$ cat src/psc_pkg.sv
// Constants and register layout shared by the supply controller files
`default_nettype none
package psc_pkg;

  // ----------------------------------------
  // Register port geometry
  // ----------------------------------------
  localparam int AW = 8;
  localparam int DW = 32;

  // ----------------------------------------
  // Register offsets
  // ----------------------------------------
  localparam logic [AW-1:0] ADDR_CTRL    = 8'h00;
  localparam logic [AW-1:0] ADDR_MONMODE = 8'h04;
  localparam logic [AW-1:0] ADDR_MODE    = 8'h08;
  localparam logic [AW-1:0] ADDR_WAKE    = 8'h0c;
  localparam logic [AW-1:0] ADDR_WAKEIN  = 8'h10;
  localparam logic [AW-1:0] ADDR_STATUS  = 8'h14;

  // ----------------------------------------
  // Password field
  // ----------------------------------------
  localparam int         KEY_HI   = 31;
  localparam int         KEY_LO   = 24;
  localparam logic [7:0] KEY_PASS = 8'ha5;

  // ----------------------------------------
  // Field positions, masks and reset values
  // ----------------------------------------
  localparam int CR_REG_STOP  = 2;
  localparam int CR_XTAL_SEL  = 3;

  localparam logic [DW-1:0] MON_MASK = 32'h0000370f;
  localparam logic [DW-1:0] MON_RST  = 32'h00000000;
  localparam int MON_TH_HI  = 3;
  localparam int MON_SP_HI  = 10;
  localparam int MON_SP_LO  = 8;
  localparam int MON_RSTEN  = 12;
  localparam int MON_IRQEN  = 13;

  localparam logic [DW-1:0] MODE_MASK = 32'h00107000;
  localparam logic [DW-1:0] MODE_RST  = 32'h00005a00;
  localparam int MODE_BOD_RST = 12;
  localparam int MODE_BOD_DIS = 13;
  localparam int MODE_REG_USE = 14;
  localparam int MODE_BYPASS  = 20;

  localparam logic [DW-1:0] WAKE_MASK = 32'h000770ee;
  localparam logic [DW-1:0] WAKE_RST  = 32'h00000000;
  localparam int WAKE_MON    = 1;
  localparam int WAKE_TIMER  = 2;
  localparam int WAKE_CAL    = 3;
  localparam int WAKE_LP0    = 5;
  localparam int WAKE_LP1    = 6;
  localparam int WAKE_LPCLR  = 7;
  localparam int WAKE_DB_HI  = 14;
  localparam int WAKE_DB_LO  = 12;
  localparam int WAKE_LPD_HI = 18;
  localparam int WAKE_LPD_LO = 16;

  localparam logic [DW-1:0] WIN_RST = 32'h00000000;
  localparam int WIN_EN_HI  = 15;
  localparam int WIN_POL_HI = 31;
  localparam int WIN_POL_LO = 16;

  // ----------------------------------------
  // Monitor sampling codes and period masks
  // ----------------------------------------
  localparam logic [2:0]  SMP_CONT = 3'h1;
  localparam logic [2:0]  SMP_32   = 3'h2;
  localparam logic [2:0]  SMP_256  = 3'h3;
  localparam logic [2:0]  SMP_2048 = 3'h4;
  localparam logic [10:0] SMK_32   = 11'h01f;
  localparam logic [10:0] SMK_256  = 11'h0ff;
  localparam logic [10:0] SMK_2048 = 11'h7ff;

  // ----------------------------------------
  // Wake debounce codes and slow period counts
  // ----------------------------------------
  localparam logic [2:0]  WDB_IMM  = 3'h0;
  localparam logic [2:0]  WDB_3    = 3'h1;
  localparam logic [2:0]  WDB_32   = 3'h2;
  localparam logic [2:0]  WDB_512  = 3'h3;
  localparam logic [2:0]  WDB_4K   = 3'h4;
  localparam logic [2:0]  WDB_32K  = 3'h5;
  localparam logic [15:0] WNEED_IMM = 16'h0001;
  localparam logic [15:0] WNEED_3   = 16'h0003;
  localparam logic [15:0] WNEED_32  = 16'h0020;
  localparam logic [15:0] WNEED_512 = 16'h0200;
  localparam logic [15:0] WNEED_4K  = 16'h1000;
  localparam logic [15:0] WNEED_32K = 16'h8000;
  localparam logic [15:0] WNEED_NONE = 16'h0000;

  // ----------------------------------------
  // Slow tick counts and the debouncer off code
  // ----------------------------------------
  localparam logic [1:0] CLR_TICKS  = 2'h2;
  localparam logic [1:0] HOLD_TICKS = 2'h2;
  localparam logic [2:0] LPD_OFF    = 3'h0;

endpackage : psc_pkg
`default_nettype wire

$ cat src/psc_lpd_if.sv
// Link between the register core and the low-power debouncer
`default_nettype none
interface psc_lpd_if;
  logic [2:0] period;
  logic [1:0] enable;
  logic [1:0] polarity;
  logic [1:0] pins;
  logic       sample;
  logic [1:0] ev;

  modport ctl (output period, output enable, output polarity, output pins, output sample, input ev);
  modport dbc (input period, input enable, input polarity, input pins, input sample, output ev);
endinterface : psc_lpd_if
`default_nettype wire

$ cat src/psc_lpd.sv
// Low-power debouncer for wake inputs zero and one
`default_nettype none
module psc_lpd (
  input  wire logic mclk,
  input  wire logic rst_n,
  input  wire logic ce,
  psc_lpd_if.dbc    lpd
);
  import psc_pkg::*;

  typedef struct packed {
    logic [1:0][3:0] cnt;
    logic [1:0]      ev;
  } psc_lpd_state_t;

  psc_lpd_state_t st_reg;
  psc_lpd_state_t st_next;
  logic [3:0]     need;
  logic [3:0]     inc;

  // ----------------------------------------
  // Consecutive sample counting
  // ----------------------------------------
  always_comb begin
    st_next    = st_reg;
    st_next.ev = 2'h0;
    need       = {1'b0, lpd.period} + 4'h1;
    inc        = 4'h0;
    for (int i = 0; i < 2; i++) begin
      inc = st_reg.cnt[i] + 4'h1;
      if (!lpd.enable[i] || lpd.period == LPD_OFF) begin
        st_next.cnt[i] = 4'h0;
      end else if (lpd.sample) begin
        if (lpd.pins[i] == lpd.polarity[i]) begin
          // Saturates so one active stretch gives one event
          if (st_reg.cnt[i] != need) begin
            st_next.cnt[i] = inc;
          end
          if (inc == need) begin
            st_next.ev[i] = 1'b1;
          end
        end else begin
          st_next.cnt[i] = 4'h0;
        end
      end
    end
  end

  always_ff @(posedge mclk) begin
    if (!rst_n) begin
      st_reg <= '0;
    end else if (ce) begin
      st_reg <= st_next;
    end
  end

  assign lpd.ev = st_reg.ev;

endmodule : psc_lpd
`default_nettype wire

$ cat src/psc_core.sv
// Supply controller register core, reset, monitor and wake-up logic
`default_nettype none

module psc_core (
  input  wire logic                 mclk,
  input  wire logic                 rst_n,
  input  wire logic                 ce,
  input  wire logic [psc_pkg::AW-1:0] addr,
  input  wire logic [psc_pkg::DW-1:0] wdata,
  input  wire logic                 wr,
  input  wire logic                 rd,
  output logic      [psc_pkg::DW-1:0] rdata,
  input  wire logic                 slow_tick,
  input  wire logic                 monitor_detect,
  input  wire logic                 brownout_ok,
  input  wire logic                 timer_alarm,
  input  wire logic                 calendar_alarm,
  input  wire logic [15:0]          wake_in,
  input  wire logic                 calendar_output_wave_fall,
  output logic                      core_reset_n,
  output logic                      regulator_stop,
  output logic                      slow_clock_crystal,
  output logic                      slow_oscillator_bypass,
  output logic      [3:0]           monitor_threshold,
  output logic                      monitor_sample_enable,
  output logic                      brownout_disable,
  output logic                      internal_regulator_use,
  output logic                      irq,
  output logic                      wake_up,
  output logic                      backup_clear
);
  import psc_pkg::*;

  // ----------------------------------------
  // State
  // ----------------------------------------
  typedef struct packed {
    logic [DW-1:0] mon;
    logic [DW-1:0] mode;
    logic [DW-1:0] wake;
    logic [DW-1:0] win;
    logic [15:0]   in_stat;
    logic          wk_stat;
    logic          monwk_stat;
    logic          bod_stat;
    logic          monrst_stat;
    logic          mon_stat;
    logic          mon_out;
    logic [1:0]    lp_stat;
    logic          xtal;
    logic          stop;
    logic          clk_xtal;
    logic [10:0]   smp_cnt;
    logic          smp_en;
    logic [15:0]   wk_cnt;
    logic [1:0]    clr_cnt;
    logic [1:0]    hold_cnt;
    logic          bod_prev;
    logic          tm_prev;
    logic          cal_prev;
    logic          rst_n_o;
    logic          irq;
    logic          wake_p;
    logic          bclr;
    logic [DW-1:0] rdata;
  } psc_state_t;

  psc_state_t    st_reg;
  psc_state_t    st_next;
  psc_lpd_if     lpd ();
  logic          key_ok;
  logic [15:0]   need;
  logic [15:0]   wk_inc;
  logic [15:0]   wk_hit;
  logic          wk_act;
  logic          wk_fire;
  logic          mon_det;
  logic          mon_rst;
  logic          bod_fall;
  logic          bod_hold;
  logic          tm_rise;
  logic          cal_rise;
  logic [1:0]    lp_ev;
  logic [DW-1:0] status;

  // ----------------------------------------
  // Decode functions
  // ----------------------------------------
  function automatic logic [15:0] psc_wake_need(input logic [2:0] sel);
    case (sel)
      WDB_IMM: return WNEED_IMM;
      WDB_3:   return WNEED_3;
      WDB_32:  return WNEED_32;
      WDB_512: return WNEED_512;
      WDB_4K:  return WNEED_4K;
      WDB_32K: return WNEED_32K;
      default: return WNEED_NONE;
    endcase
  endfunction : psc_wake_need

  function automatic logic psc_smp_on(input logic [2:0] sel, input logic [10:0] cnt);
    case (sel)
      SMP_CONT: return 1'b1;
      SMP_32:   return (cnt & SMK_32) == 11'h000;
      SMP_256:  return (cnt & SMK_256) == 11'h000;
      SMP_2048: return (cnt & SMK_2048) == 11'h000;
      default:  return 1'b0;
    endcase
  endfunction : psc_smp_on

  // Slow countdown shared by the delayed flag clear and the reset hold
  function automatic logic [1:0] psc_tick_down(input logic tick, input logic [1:0] cnt);
    if (tick && cnt != 2'h0) begin
      return cnt - 2'h1;
    end
    return cnt;
  endfunction : psc_tick_down

  function automatic logic psc_rise(input logic now, input logic prev);
    return now & ~prev;
  endfunction : psc_rise

  // ----------------------------------------
  // Debouncer link
  // ----------------------------------------
  assign lpd.period   = st_reg.wake[WAKE_LPD_HI:WAKE_LPD_LO];
  assign lpd.enable   = {st_reg.wake[WAKE_LP1], st_reg.wake[WAKE_LP0]};
  assign lpd.polarity = st_reg.win[WIN_POL_LO+1:WIN_POL_LO];
  assign lpd.pins     = wake_in[1:0];
  assign lpd.sample   = calendar_output_wave_fall;
  assign lp_ev        = lpd.ev;

  psc_lpd u_lpd (
    .mclk  (mclk),
    .rst_n (rst_n),
    .ce    (ce),
    .lpd   (lpd)
  );

  // ----------------------------------------
  // Event detection
  // ----------------------------------------
  assign key_ok   = wdata[KEY_HI:KEY_LO] == KEY_PASS;
  assign need     = psc_wake_need(st_reg.wake[WAKE_DB_HI:WAKE_DB_LO]);
  assign wk_inc   = st_reg.wk_cnt + 16'h0001;
  assign wk_hit   = st_reg.win[WIN_EN_HI:0] & ~(wake_in ^ st_reg.win[WIN_POL_HI:WIN_POL_LO]);
  assign wk_act   = |wk_hit;
  // The monitor is only measured once per slow period while sampling is on
  assign mon_det  = st_reg.smp_en & slow_tick & monitor_detect;
  assign mon_rst  = mon_det & st_reg.mon[MON_RSTEN];
  assign bod_fall = st_reg.bod_prev & ~brownout_ok & ~st_reg.mode[MODE_BOD_DIS];
  assign bod_hold = ~brownout_ok & ~st_reg.mode[MODE_BOD_DIS] & st_reg.mode[MODE_REG_USE]
                    & st_reg.mode[MODE_BOD_RST];
  assign tm_rise  = psc_rise(timer_alarm, st_reg.tm_prev);
  assign cal_rise = psc_rise(calendar_alarm, st_reg.cal_prev);
  assign status   = {st_reg.in_stat, 1'b0, st_reg.lp_stat, 5'h00, st_reg.clk_xtal, st_reg.mon_out,
                     st_reg.mon_stat, st_reg.monrst_stat, st_reg.bod_stat, st_reg.monwk_stat,
                     st_reg.wk_stat, 1'b0};

  // ----------------------------------------
  // Next state
  // ----------------------------------------
  always_comb begin
    st_next         = st_reg;
    // Read data and pulses fall back to zero outside their single cycle
    st_next.rdata   = '0;
    st_next.wake_p  = 1'b0;
    st_next.bclr    = 1'b0;
    wk_fire         = 1'b0;
    st_next.bod_prev = brownout_ok;
    st_next.tm_prev  = timer_alarm;
    st_next.cal_prev = calendar_alarm;

    // Register writes
    if (wr) begin
      case (addr)
        ADDR_CTRL: begin
          if (key_ok) begin
            if (wdata[CR_REG_STOP]) begin
              st_next.stop = 1'b1;
            end
            if (wdata[CR_XTAL_SEL]) begin
              st_next.xtal = 1'b1;
            end
          end
        end
        ADDR_MONMODE: st_next.mon = wdata & MON_MASK;
        ADDR_MODE: begin
          if (key_ok) begin
            st_next.mode = wdata & MODE_MASK;
          end
        end
        ADDR_WAKE:   st_next.wake = wdata & WAKE_MASK;
        ADDR_WAKEIN: st_next.win  = wdata;
        default: ;
      endcase
    end

    // Delayed flag clear; the slow domain only sees the read after two ticks
    st_next.clr_cnt = psc_tick_down(slow_tick, st_reg.clr_cnt);
    if (slow_tick && st_reg.clr_cnt != 2'h0) begin
      if (st_reg.clr_cnt == 2'h1) begin
        st_next.in_stat     = 16'h0000;
        st_next.wk_stat     = 1'b0;
        st_next.monwk_stat  = 1'b0;
        st_next.bod_stat    = 1'b0;
        st_next.monrst_stat = 1'b0;
        st_next.mon_stat    = 1'b0;
        st_next.lp_stat     = 2'h0;
      end
    end

    // Register reads, answer one cycle later
    if (rd) begin
      case (addr)
        ADDR_MONMODE: st_next.rdata = st_reg.mon;
        ADDR_MODE:    st_next.rdata = st_reg.mode | (MODE_RST & ~MODE_MASK);
        ADDR_WAKE:    st_next.rdata = st_reg.wake;
        ADDR_WAKEIN:  st_next.rdata = st_reg.win;
        ADDR_STATUS: begin
          st_next.rdata   = status;
          st_next.clr_cnt = CLR_TICKS;
        end
        default:      st_next.rdata = '0;
      endcase
    end

    // Monitor sampling window
    if (slow_tick) begin
      st_next.smp_cnt = st_reg.smp_cnt + 11'h001;
    end
    st_next.smp_en = psc_smp_on(st_reg.mon[MON_SP_HI:MON_SP_LO], st_next.smp_cnt);
    if (st_reg.smp_en && slow_tick) begin
      st_next.mon_out = monitor_detect;
    end

    // Wake input debounce counter
    if (slow_tick) begin
      if (wk_act) begin
        if (st_reg.wk_cnt != need) begin
          st_next.wk_cnt = wk_inc;
        end
        if (need != WNEED_NONE && wk_inc == need) begin
          wk_fire = 1'b1;
        end
      end else begin
        st_next.wk_cnt = 16'h0000;
      end
    end

    // Sticky flags; sets come after clears so a set in the clear cycle wins
    if (mon_det) begin
      st_next.mon_stat = 1'b1;
    end
    if (mon_rst) begin
      st_next.monrst_stat = 1'b1;
    end
    if (mon_det && st_reg.wake[WAKE_MON]) begin
      st_next.monwk_stat = 1'b1;
    end
    if (bod_fall) begin
      st_next.bod_stat = 1'b1;
    end
    if (wk_fire) begin
      st_next.wk_stat = 1'b1;
      st_next.in_stat = st_next.in_stat | wk_hit;
    end
    st_next.lp_stat = st_next.lp_stat | lp_ev;

    // Core reset hold, at least one whole slow period
    // Reloads while a cause stands, so release comes two ticks after the last cause
    if (mon_rst || bod_hold) begin
      st_next.hold_cnt = HOLD_TICKS;
    end else begin
      st_next.hold_cnt = psc_tick_down(slow_tick, st_reg.hold_cnt);
    end
    st_next.rst_n_o = !(st_next.stop || st_next.hold_cnt != 2'h0);

    // Clock select, wake, interrupt and backup clear
    st_next.clk_xtal = st_next.xtal | st_next.mode[MODE_BYPASS];
    st_next.irq      = st_next.mon_stat & st_next.mon[MON_IRQEN];
    st_next.wake_p   = (mon_det & st_reg.wake[WAKE_MON])
                     | (tm_rise & st_reg.wake[WAKE_TIMER])
                     | (cal_rise & st_reg.wake[WAKE_CAL])
                     | wk_fire | (|lp_ev);
    st_next.bclr     = st_reg.wake[WAKE_LPCLR] & (|lp_ev);
  end

  always_ff @(posedge mclk) begin
    if (!rst_n) begin
      st_reg         <= '0;
      st_reg.mon     <= MON_RST;
      st_reg.mode    <= MODE_RST & MODE_MASK;
      st_reg.wake    <= WAKE_RST;
      st_reg.win     <= WIN_RST;
      st_reg.rst_n_o <= 1'b1;
      // Edge history starts at idle levels so leaving reset is no edge
      st_reg.bod_prev <= 1'b1;
    end else if (ce) begin
      st_reg <= st_next;
    end
  end

  // ----------------------------------------
  // Outputs
  // ----------------------------------------
  assign rdata                  = st_reg.rdata;
  assign core_reset_n           = st_reg.rst_n_o;
  assign regulator_stop         = st_reg.stop;
  assign slow_clock_crystal     = st_reg.clk_xtal;
  assign slow_oscillator_bypass = st_reg.mode[MODE_BYPASS];
  assign monitor_threshold      = st_reg.mon[MON_TH_HI:0];
  assign monitor_sample_enable  = st_reg.smp_en;
  assign brownout_disable       = st_reg.mode[MODE_BOD_DIS];
  assign internal_regulator_use = st_reg.mode[MODE_REG_USE];
  assign irq                    = st_reg.irq;
  assign wake_up                = st_reg.wake_p;
  assign backup_clear           = st_reg.bclr;

endmodule : psc_core
`default_nettype wire

$ cat config.mk
export PLATFORM = sky130hd
export DESIGN_NAME = psc_core
export DESIGN_NICKNAME = d
export VERILOG_FILES = /design/src/psc_pkg.sv /design/src/psc_lpd_if.sv /design/src/psc_lpd.sv /design/src/psc_core.sv
export SDC_FILE = /design/constraint.sdc
export NUM_CORES = 1
export LEC_CHECK = 0
export CAP_MARGIN = 40
export CORE_UTILIZATION = 61
export DETAILED_ROUTE_END_ITERATION = 6
export DONT_BUFFER_PORTS = 1
export HOLD_SLACK_MARGIN = 0.06
export MAX_ROUTING_LAYER = met4
export PLACE_DENSITY = 0.83
export SYNTH_ARGS = -nofsm -noshare
export SYNTH_HDL_FRONTEND = slang
export SYNTH_HIERARCHICAL = 1
export SYNTH_SLANG_ARGS = --single-unit
$ cat constraint.sdc
create_clock -name mclk -period 6.45 [get_ports mclk]
set_input_delay 0.645 -clock mclk [delete_from_list [all_inputs] [get_ports mclk]]
set_output_delay 0.645 -clock mclk [all_outputs]
set_load 0.01 [all_outputs]
==> results_dict.tcl <==
set metrics [dict create \
    synth_cells 1012 \
    die_w_um 121 \
    netlist_area_mm2 0.00858 \
    hold-path-cell-count 1 \
    largest_reg_flops 102 \
    crit_arrival_ps 3230 \
    tritoncts "done" \
    clock_latency_ps 430 \
    antenna_found_initial 0 \
    synth_edf_count 0 \
    relSlewSlack_pct 42.6 \
    postCtsHoldBufs 0 \
    grt_pass1_vias 7015 \
    cp_max_fo 12 \
    cts_buffer_depth 2 \
    synth.top_cell.area_share_pct 38.5 \
    rsz0062_at_grt "false" \
    grt_pass1_wl_um 36500 \
    finClkSkew_ps 9.22 \
    drive_above_1_share_pct 6.53 \
    die_h_um 121 \
    worst_path_max_delay_cell "xor2_1" \
    yosys.area.top_type "dfxtp_1" \
    reg2reg_from "st_reg[43]" \
    cap_violations 0 \
    synthMuxAreaShare_pct 3.63 \
    path_clk_slew_ps 60 \
    avgRoutedWirePerCell_um 20.3 \
    ys_seq_elements 165 \
    synth_top_family_by_area "simple AND/OR/NAND/NOR gates" \
    hold_start "ce" \
    syn2layout_area_growth_pct 3.67 \
    place_congestion 0.944 \
    cp_slowest_stage_delay_ps 590 \
    post_drt_via_cell_ratio 6.53 \
    holdPathEnd "slow_oscillator_bypass" \
    io_pins 113 \
    final_cell_mix "dfxtp_1 (165), nand2_1 (149), nor2_1 (84), a21oi_1 (57)" \
    highest_layer "met4" \
    synthSimpleGateAreaFrac_pct 24.0 \
    timing.final.crit_period_ps 2910 \
    synthXorXnorAreaFrac_pct 6.53 \
    cts_sinks 165 \
    ys_types 92 \
    num_rows 42 \
    power.leakage_nw 3.12 \
    rr_worst_depth 7 \
    outcome "finished clean" \
    cts_resized 0 \
    async_flop_share_pct 0 \
    dp_hpwl_um 15600 \
    die-area_mm2 0.0146 \
    endpoint_kind "flip-flop" \
    yosys_warnings 6 \
    port_buffers 0 \
    ant_nets 0 \
    cp_cell_sequence "ha_1 -> and3_1 -> and3_2 -> nand3_1 -> xor2_1 -> nand2_2 -> o31ai_1" \
    timing.fmax_ghz 0.344 \
    syn_area_per_cell_um2 8.48 \
    synthTopCellsByArea "dfxtp_1 (38%), nand2_1 (6.5%), nor2_1 (3.7%)" \
    syn_nets 1088 \
    r2r-end "wake_up" \
    h-tree-depth 4 \
    hold_viol_final 0 \
    final_nets 1012 \
    critPathLaunchType "flip-flop" \
    slew_viol_final 0 \
    start_util_pct 63.6 \
    met3WireLength_um 2110 \
    wl_um 22900 \
    wl_met2_um 10700 \
    ys.flop_type "dfxtp_1" \
    vias 7345 \
    criticalPathCategory "flip-flop to flip-flop" \
    ys_seq_area_share_pct 38.5 \
    p_per_area_mw_per_mm2 248 \
    rrSetupSlack_ps 3540 \
    final_common_cell "dfxtp_1" \
    drt_iter0_drc 898 \
    grt.overflow.total 0 \
    numCtsBuffers 17 \
    synthAdderAreaFrac_pct 1.31 \
    clockRootBuffer "clkbuf_16" \
    total_power_mw 2.21 \
    postCtsSetupBuffers 0 \
    min_path_type "primary input to flip-flop" \
    worst-slew-pin-transition_ps 858 \
    coreArea_mm2 0.0135 \
    drc_errors 0 \
    peakVddDrop_mv 0.201 \
    grt_max_degree 48 \
    required_ps 6770 \
    tns_ps 0 \
    wl_met1_um 9220 \
    synth_compound_area_share_pct 17.8 \
    grt_usage_pct 33.2 \
    diodes 0 \
    firstDrtPassIters 6 \
    period_share_pct 45.0 \
    setup_violations 0 \
    crit_start "st_reg[43]" \
]
## how the worst max path moves through the flow
stage                           endpoint  slack, ps  cells after the start
global placement           lpd.period[1]       3400                      6
detailed placement           st_reg[137]       3320                      6
finish                           wake_up       3540                      7
floorplan           monitor_threshold[0]       3900                      7
CTS                              wake_up       3580                      7
global route                     wake_up       3300                      7
## per-stage QoR
step           cell area [µm²]  utilization, %  hold slack (ps)  setup WS [ps]  cells
3_3_place_gp              8220            60.8              441           3400   1091
5_1_grt                   8900            65.9              301           3300   1125
2_1_floorplan             8580               -              417           3900   1012
4_1_cts                   8900            65.9              296           3580   1125
6_report                  8900            65.9              310           3540   1125
3_5_place_dp              8250            61.1              445           3320   1093
## synth_stat cells, drive strengths merged, types with 3 or more instances
cell type	n
and3	20
inv	15
nor3	16
a21o	7
o31a	3
a22o	4
nand2	150
and4	4
o31ai	13
clkbuf	45
or4	5
nand3	36
xnor2	36
o22ai	10
nor2b	4
o21ai	29
or2	4
nor3b	6
or3	10
o211ai	4
a21boi	3
a31oi	5
dfxtp	165
nand4b	10
a32o	6
a222oi	23
buf	58
a21oi	57
o21a	8
and2	12
xor2	22
nand4	16
nor4	8
nand2b	6
nor2	84
a22oi	20
nand3b	7
a211oi	4
ha	9
mux2i	30
## cells by family after synthesis
family,Yosys count
XOR/XNOR,60
AO/OA/AOI/OAI,216
adder cells (fa/ha/maj),9
AND/OR/NAND/NOR,411
buffers and inverters,120
multiplexers,31
flip-flops,165
## where the power goes
group / total, mW / internal, mW / switching (mW)
clock network: 1.12 / 0.700 / 0.420
logic: 0.0615 / 0.0213 / 0.0402
registers: 1.03 / 1.02 / 0.00519
## worst max-delay path: cells and delay by family, from the launching register on
family	cells	cell delay, ps
AND/OR/NAND/NOR	4	1030
XOR/XNOR	1	590
flip-flops	1	530
AO/OA/AOI/OAI	1	330
adder cells (fa/ha/maj)	1	320
## routing by layer
layer	vias up	global-route usage [%]
li1	3442	-
met1	3510	40.1
met2	335	51.4
met3	58	8.77
met4	0	16.4
met5	-	-
## cell type report
class | count | area (µm²)
clock inverter | 11 | 199
sequential | 165 | 3300
tap | 176 | 220
timing repair buffer | 9 | 87.6
clock buffer | 21 | 450
inverter | 16 | 61.3
fill | 1054 | 4610
multi-input combinational | 727 | 4580
Power figures use the tool's default switching activity.
